`src/logic/c2r_pkg.sv`:
```
// Shared constants for the channel-two indirect register access port.
// Assumes one system clock; the package holds layouts, direction encodings, reset values and the idle word only.
package c2r_pkg;
    // Control and status byte layout
    localparam int unsigned C2R_BYTE_W = 8;
    localparam int unsigned C2R_MODE_BIT = 7;
    localparam int unsigned C2R_DIR_BIT = 6;
    localparam int unsigned C2R_IDX_MSB = 5;
    localparam int unsigned C2R_IDX_W = 6;
    // Process image words and internal register space
    localparam int unsigned C2R_WORD_W = 16;
    localparam int unsigned C2R_REG_COUNT = 64;
    // Direction encoding of the access bit
    localparam logic C2R_DIR_READ = 1'b0;
    localparam logic C2R_DIR_WRITE = 1'b1;
    // Reset values
    localparam logic [7:0] C2R_STATUS_RST = 8'h00;
    localparam logic [15:0] C2R_WORD_RST = 16'h0000;
    // Word shown on the unused high input word during indirect access
    localparam logic [15:0] C2R_IDLE_WORD = 16'h0000;
endpackage : c2r_pkg

```
`src/logic/c2r_bank_if.sv`:
```
// Carrier between the access port and its internal register space.
// Assumes both ends run on clk_sys.
`timescale 1ns/1ps
interface c2r_bank_if;
    import c2r_pkg::*;
    logic [C2R_IDX_W-1:0] index;     // Register selected by the access
    logic wr_en;                     // One-cycle write strobe
    logic [C2R_WORD_W-1:0] wr_data;  // Value to store
    logic [C2R_WORD_W-1:0] rd_data;  // Contents of the selected register
    modport port (output index, output wr_en, output wr_data, input rd_data);
    modport bank (input index, input wr_en, input wr_data, output rd_data);
endinterface : c2r_bank_if

```
`src/logic/c2r_reg_bank.sv`:
```
// Internal register space of channel two, reached only through the access port.
// Assumes writes arrive as single-cycle strobes on clk_sys.
`timescale 1ns/1ps
module c2r_reg_bank
    import c2r_pkg::*;
#(
    parameter int unsigned DEPTH = C2R_REG_COUNT,
    parameter int unsigned WIDTH = C2R_WORD_W
) (
    input wire logic clk_sys,  // System clock
    input wire logic reset_n,  // Asynchronous reset, active low
    c2r_bank_if.bank bus       // Index, write strobe and data
);
    logic [WIDTH-1:0] mem_q [DEPTH];

    // Storage cleared at reset so a first read never returns unknowns
    always_ff @(posedge clk_sys or negedge reset_n) begin
        if (!reset_n) begin
            for (int i = 0; i < DEPTH; i++) begin
                mem_q[i] <= '0;
            end
        end else if (bus.wr_en) begin
            mem_q[bus.index] <= bus.wr_data;
        end
    end

    // Read path is combinational; the port registers it into the image
    assign bus.rd_data = mem_q[bus.index];
endmodule // c2r_reg_bank

```
`src/logic/c2r_access_port.sv`:
```
// Channel-two control/status handshake with indirect access to the register space.
// Assumes image_exchange is a one-cycle pulse from process-image logic on clk_sys.
//
// Contract
// - Commands for channel two come from the control byte in the output image.
// - Status byte is returned in the input image on every exchange.
// - Control bit 7 high selects register access; byte becomes an access request.
// - Control bits 5..0 carry the six-bit index of the target register.
// - Bit 6 low reads: indexed register appears in the low input word.
// - On a write, the low output word is stored into the indexed register.
// - High input and output words carry nothing during register access.
// - Status bit 7 acknowledges, bit 6 echoes direction, bits 5..0 echo index.
// - Control bit 7 low returns the channel to process data mode.
// - In process data mode status bit 7 reads zero.
`timescale 1ns/1ps
module c2r_access_port
    import c2r_pkg::*;
(
    input wire logic clk_sys,                               // System clock, 40 MHz
    input wire logic reset_n,                               // Asynchronous reset, active low
    input wire logic image_exchange,                        // One-cycle pulse per image exchange
    input wire logic [C2R_BYTE_W-1:0] channel2_control_byte, // Control byte from output image
    input wire logic [C2R_WORD_W-1:0] ch2_output_word_low,  // Low output word from output image
    input wire logic [C2R_WORD_W-1:0] ch2_output_word_high, // High output word from output image
    input wire logic [C2R_WORD_W-1:0] pd_input_low,         // Channel process value, low word
    input wire logic [C2R_WORD_W-1:0] pd_input_high,        // Channel process value, high word
    output logic [C2R_BYTE_W-1:0] channel2_status_byte,     // Status byte to input image
    output logic [C2R_WORD_W-1:0] ch2_input_word_low,       // Low input word to input image
    output logic [C2R_WORD_W-1:0] ch2_input_word_high,      // High input word to input image
    output logic [C2R_WORD_W-1:0] pd_output_low,            // Process output, low word
    output logic [C2R_WORD_W-1:0] pd_output_high,           // Process output, high word
    output logic pd_output_strobe,                          // Pulse when process outputs update
    output logic indirect_mode_ack                          // Level: register access acknowledged
);
    c2r_bank_if bank_bus ();

    logic [C2R_BYTE_W-1:0] status_q;
    logic [C2R_BYTE_W-1:0] status_d;
    logic [C2R_WORD_W-1:0] in_low_q;
    logic [C2R_WORD_W-1:0] in_low_d;
    logic [C2R_WORD_W-1:0] in_high_q;
    logic [C2R_WORD_W-1:0] in_high_d;
    logic [C2R_WORD_W-1:0] pd_low_q;
    logic [C2R_WORD_W-1:0] pd_high_q;
    logic pd_strobe_q;

    // Decode of the control byte
    wire indirect_mode_request = channel2_control_byte[C2R_MODE_BIT];
    wire access_dir = channel2_control_byte[C2R_DIR_BIT];
    wire [C2R_IDX_W-1:0] access_index = channel2_control_byte[C2R_IDX_MSB:0];
    wire reg_request = image_exchange && indirect_mode_request;
    wire write_request = reg_request && (access_dir == C2R_DIR_WRITE);
    wire pd_request = image_exchange && !indirect_mode_request;

    // Register space access; write lands on the same edge the status is updated
    assign bank_bus.index = access_index;
    assign bank_bus.wr_en = write_request;
    assign bank_bus.wr_data = ch2_output_word_low;

    c2r_reg_bank #(
        .DEPTH(C2R_REG_COUNT),
        .WIDTH(C2R_WORD_W)
    ) u_bank (
        .clk_sys(clk_sys),
        .reset_n(reset_n),
        .bus(bank_bus.bank)
    );

    // Status: acknowledge, echoed direction and index; all zero in process mode
    assign status_d = indirect_mode_request ? {1'b1, access_dir, access_index}
                                            : C2R_STATUS_RST;

    // Low input word: process value, read data, or the last stored word echoed back after a write
    assign in_low_d = !indirect_mode_request ? pd_input_low
                    : (access_dir == C2R_DIR_READ) ? bank_bus.rd_data
                    : ch2_output_word_low;

    // High input word is idle while indirect access is selected
    assign in_high_d = indirect_mode_request ? C2R_IDLE_WORD : pd_input_high;

    // Input image registers, refreshed only on an exchange
    always_ff @(posedge clk_sys or negedge reset_n) begin
        if (!reset_n) begin
            status_q <= C2R_STATUS_RST;
            in_low_q <= C2R_WORD_RST;
            in_high_q <= C2R_WORD_RST;
        end else if (image_exchange) begin
            status_q <= status_d;
            in_low_q <= in_low_d;
            in_high_q <= in_high_d;
        end
    end

    // Process outputs freeze during indirect access; the output words then belong to the port
    always_ff @(posedge clk_sys or negedge reset_n) begin
        if (!reset_n) begin
            pd_low_q <= C2R_WORD_RST;
            pd_high_q <= C2R_WORD_RST;
            pd_strobe_q <= 1'b0;
        end else begin
            pd_strobe_q <= pd_request;
            if (pd_request) begin
                pd_low_q <= ch2_output_word_low;
                pd_high_q <= ch2_output_word_high;
            end
        end
    end

    // Image and process outputs straight from flip-flops
    assign channel2_status_byte = status_q;
    assign ch2_input_word_low = in_low_q;
    assign ch2_input_word_high = in_high_q;
    assign pd_output_low = pd_low_q;
    assign pd_output_high = pd_high_q;
    assign pd_output_strobe = pd_strobe_q;
    assign indirect_mode_ack = status_q[C2R_MODE_BIT];
endmodule // c2r_access_port

```
`config.mk`:
```
export PLATFORM = sky130hd
export DESIGN_NAME = c2r_access_port
export DESIGN_NICKNAME = d
export VERILOG_FILES = /design/src/logic/c2r_pkg.sv /design/src/logic/c2r_bank_if.sv /design/src/logic/c2r_reg_bank.sv /design/src/logic/c2r_access_port.sv
export SDC_FILE = /design/constraint.sdc
export NUM_CORES = 2
export LEC_CHECK = 0
export BUFFER_PORTS_ARGS = -buffer_cell sky130_fd_sc_hd__buf_4
export CAP_MARGIN = 20
export CORE_ASPECT_RATIO = 0.75
export CORE_MARGIN = 2
export CORE_UTILIZATION = 40
export CTS_CLUSTER_SIZE = 20
export DETAILED_ROUTE_END_ITERATION = 16
export SYNTH_ARGS = -nofsm -noshare
export SYNTH_HDL_FRONTEND = slang
export SYNTH_SLANG_ARGS = --single-unit
```
`constraint.sdc`:
```
create_clock -name clk_sys -period 4.8 [get_ports clk_sys]
set_input_delay 0.24 -clock clk_sys [delete_from_list [all_inputs] [get_ports clk_sys]]
set_output_delay 0.24 -clock clk_sys [all_outputs]
set_load 0.005 [all_outputs]
```
==> run summary <==
CTS placed an instance of clkbuf_16 at the clock tree root. The total I/O pin count came out at 149. For this run, the leading register cell type out of synthesis is dfrtp_1.

mux2_2 is the most common cell in the netlist. The endpoint type of the worst setup path is a flop. In this run the number of H-tree levels came out at 3. In this run the tool buffered the top-level ports with 148 buffer cells. Total routed wirelength: 172000 um.

Setup repair after global routing left no endpoint under its margin. The number of enable flip-flop cells after synthesis came out at 0. Dividing the detail-routed wire length by the instance count gives 31.2 um. The largest area contributor in the synthesized netlist is dfrtp_1.

After synthesis the cells add up to 50500 sq um. The area share of the largest cell type after synthesis was 54.4%. For the sequential share of the synthesized area, the log shows 54.4%.

After the first detailed-routing iteration, the DRC count stood at 3798. The number of fillers in the final layout is 11154. Data on the critical path arrives at its endpoint at 3620 ps.

Sorting the synthesized cells by how often they occur yields mux2_2 (1153), dfrtp_1 (1097), clkbuf_1 (160). The switching part of the total power came out at 25.6%. Based on the critical path, the design can be clocked at up to 0.331 GHz. The longest individual stage delay on the worst path was 670 ps.

Walking the worst path, the cells encountered are dlygate4sd3_1, buf_4, nand2b_1, nor2_1, buf_4, a31oi_1, o211ai_1, a2111oi_0, a32oi_1. Synthesis produced 3644 cells. The number of buffers created by CTS came out at 110.

The number of nets in the final layout is 3849, and the data required time of the critical path is 5390 ps. Setup violations remaining at the end of the flow were counted as 0. For the total count of hold-check failures in the final report, the log shows 0. Hold is met by 36.3 ps.

Of the cells placed in the final design, the portion with a size suffix greater than 1 is 46.3%. The slowest stage of the critical path belongs to the cell a31oi_1. The number of vias after detailed routing is 33950, and the wire length of the first global-routing pass is 251000 um. Entering global routing, the biggest net connects 150 pins.

The number of synthesized register bits is 1097, and the initial core utilization is 40.5%. The type of the setup path with the least slack was input pin to flop. Number of warnings reported in the yosys synthesis log: 0. Clock-pin slew was measured on the worst setup and hold paths at 60 ps. The detail route stage leaves a number of antenna-violating nets equal to 0. Along the worst path, the maximum fanout reaches 21. Between clock sinks in the finished design, the worst skew comes to 19.0 ps. The remaining design rule violation count was 0; the mean area per synthesized cell was 13.8 sq um.

Measured against its own limit, the worst slew margin works out to 28.0%. Max-cap violations in this run came to 0. The final critical-path share of the clock period was 63.0%; the overall die height was 312 um. The run gives 0.00535 W as the total net switching power. The number of search-and-repair iterations in the first detailed-routing pass is 6, and the final number of max-transition violations is 0. For this design the static power due to leakage is 26.9 nW.

The initial antenna violation count is 4. The post-CTS setup repair buffer count was 0. The async set or reset register ratio after synthesis came out at 100%.

Per report_power, the clock group accounts for 42.0% of the total. For the pin with the worst max-slew slack, the measured transition is 1080 ps. The run gives 57600 sq um as the design area. In this run the power density over the cells is 363 nW/um^2. Minimum clock period: 3020 ps. By area the synthesized netlist is led by dfrtp_1 (54%), mux2_2 (26%), mux4_2 (2.7%). TritonCTS built the clock tree. The tools report the combinational fraction of design power as 10.0%. In the routed layout, each cell is associated on average with a via count of 6.14. For the number of nets in the synthesized netlist, the log shows 3719. The total number of clock tree sinks was 1097; the die outline width was 414 um.

The path class of the tightest hold or removal check is input pin to flop. The maximum vdd ir drop is 0.292 mV, and the row count is 112. The most numerous cell type found on the critical path is buf_4. The run finished with clean final reports. The run gives 48.0% as the sequential cell fraction of total power. The logs give 0 for the global route total overflow and 105000 um for the post-detailed-placement half-perimeter wirelength. Internal power comes to 0.0155 W.

The clock insertion delay at the later pin of the skew report is 740 ps, and the floorplan die area is 129000 sq um. Summing all placed instances gives a cell area of 53200 sq um. The congestion estimate from routability-driven global placement came to 0.936.

Startpoint class of the critical path: an input pin. The floorplan step defined a core boundary enclosing 125000 sq um. The deepest clock path buffer count was 3; the number of global-route vias before repair was 33532. Synthesis instantiated 74 different standard cells from the library.

Relative to the synthesized area, the layout overhead comes to 14.1%. In the final timing run, aggregate negative setup slack is 0 ps. For this run, the total global-route usage over all layers was measured as 26.4%.
[power groups by stage]
stage / Combinational, W / Sequential, W / Clock, W
final: 0.00208 / 0.0100 / 0.00878
after global routing: 0.00220 / 0.0101 / 0.00928
after floorplan: 0.00110 / 0.0101 / 0
after global placement: 0.00198 / 0.0102 / 0
after detailed placement: 0.00200 / 0.0102 / 0
after CTS: 0.00206 / 0.0100 / 0.00892
[through the flow]
stage | total power [W] | util [%] | worst slack (ps) | std cells
2_1_floorplan | 0.0112 | - | 2790 | 3644
3_3_place_gp | 0.0121 | 42.7 | 1510 | 5240
3_5_place_dp | 0.0122 | 42.7 | 1510 | 5240
4_1_cts | 0.0210 | 46.2 | 2150 | 5521
5_1_grt | 0.0216 | 46.2 | 1850 | 5521
6_report | 0.0209 | 46.2 | 1780 | 5525
[cell type report]
type                    count  area, sq um  share of cell area (%)
clock buffers             172         3280                    5.69
repair buffers            377         3200                    5.55
inverters                  32          123                   0.213
well taps                1653         2070                    3.59
clock inverters            34          338                   0.587
flip-flops and latches   1097        27500                    47.7
diodes                      4         10.0                  0.0174
multi-input cells        2156        21100                    36.7
[layout by cell type (no fill, tap or decap), types with 9 or more instances in the layout]
cell	synthesis	final
clkinv_2	0	23
nand2_1	52	52
mux2_2	1153	1153
buf_4	63	286
nor3_1	12	11
nor2_1	49	46
clkbuf_8	0	25
clkbuf_1	160	35
nand2b_1	9	9
nand3_1	20	20
a221o_1	19	19
o221ai_1	17	17
dlygate4sd3_1	0	75
a211oi_1	13	13
o21ai_0	81	81
dfrtp_1	1097	1097
nor2_4	9	13
inv_1	29	29
nand3b_1	22	22
a221oi_1	145	145
a31oi_1	13	13
mux2i_1	80	80
a22o_1	25	25
nor2_2	58	57
o22ai_1	44	44
mux4_2	60	60
a32oi_1	12	12
clkbuf_16	0	112
a21oi_1	67	67
buf_12	1	12
a22oi_1	72	72
[final timing paths]
check / start / to / slack, ps / depth (start not counted)
worst min-delay path: pd_input_low[4] / ch2_input_word_low[4] / 40 / 4
worst max-delay path: channel2_control_byte[3] / ch2_input_word_low[10] / 1780 / 9
worst min register to register: u_bank.mem_q[814] / u_bank.mem_q[814] / 490 / 1
max in group asynchronous: reset_n / u_bank.mem_q[146] / 3240 / 3
worst max register to register: u_bank.mem_q[394] / ch2_input_word_low[10] / 1920 / 6
min in group asynchronous: reset_n / u_bank.mem_q[369] / 140 / 2
[kinds of logic after synthesis]
family,synth area share [%]
compound gates,8.48
buf+inv,3.89
flops,54.4
mux,30.1
simple gates,3.15
[critical path: cells and delay by family]
kind,cells,cell delay (ps)
compound gates,4,1820
buf+inv,3,1180
simple gates,2,330
[routing by layer]
| metal | vias to the layer above | GRT usage, % | share of wire [%] |
|---|---|---|---|
| li1 | 13857 | - | - |
| met1 | 18107 | 39.3 | 45 |
| met2 | 1685 | 36.8 | 42 |
| met3 | 299 | 7.65 | 10 |
| met4 | 2 | 8.18 | 2.9 |
| met5 | - | 0 | 0.0076 |
[registers in the layout, summed over array words and instances (netlist names)]
signal / flops
channel2_status_byte: 8
ch2_input_word_low: 16
pd_output_high: 16
pd_output_low: 16
pd_output_strobe: 1
u_bank.mem_q: 1024
ch2_input_word_high: 16
[repair_timing]
action / 4_1_cts / 5_1_grt
endpoints found under the setup margin: 0 / 0
hold buffers: 75 / 0
hold endpoints to repair: 119 / 0
gates resized for setup: 0 / 0
Note: power is estimated with default switching activity, not from simulation.
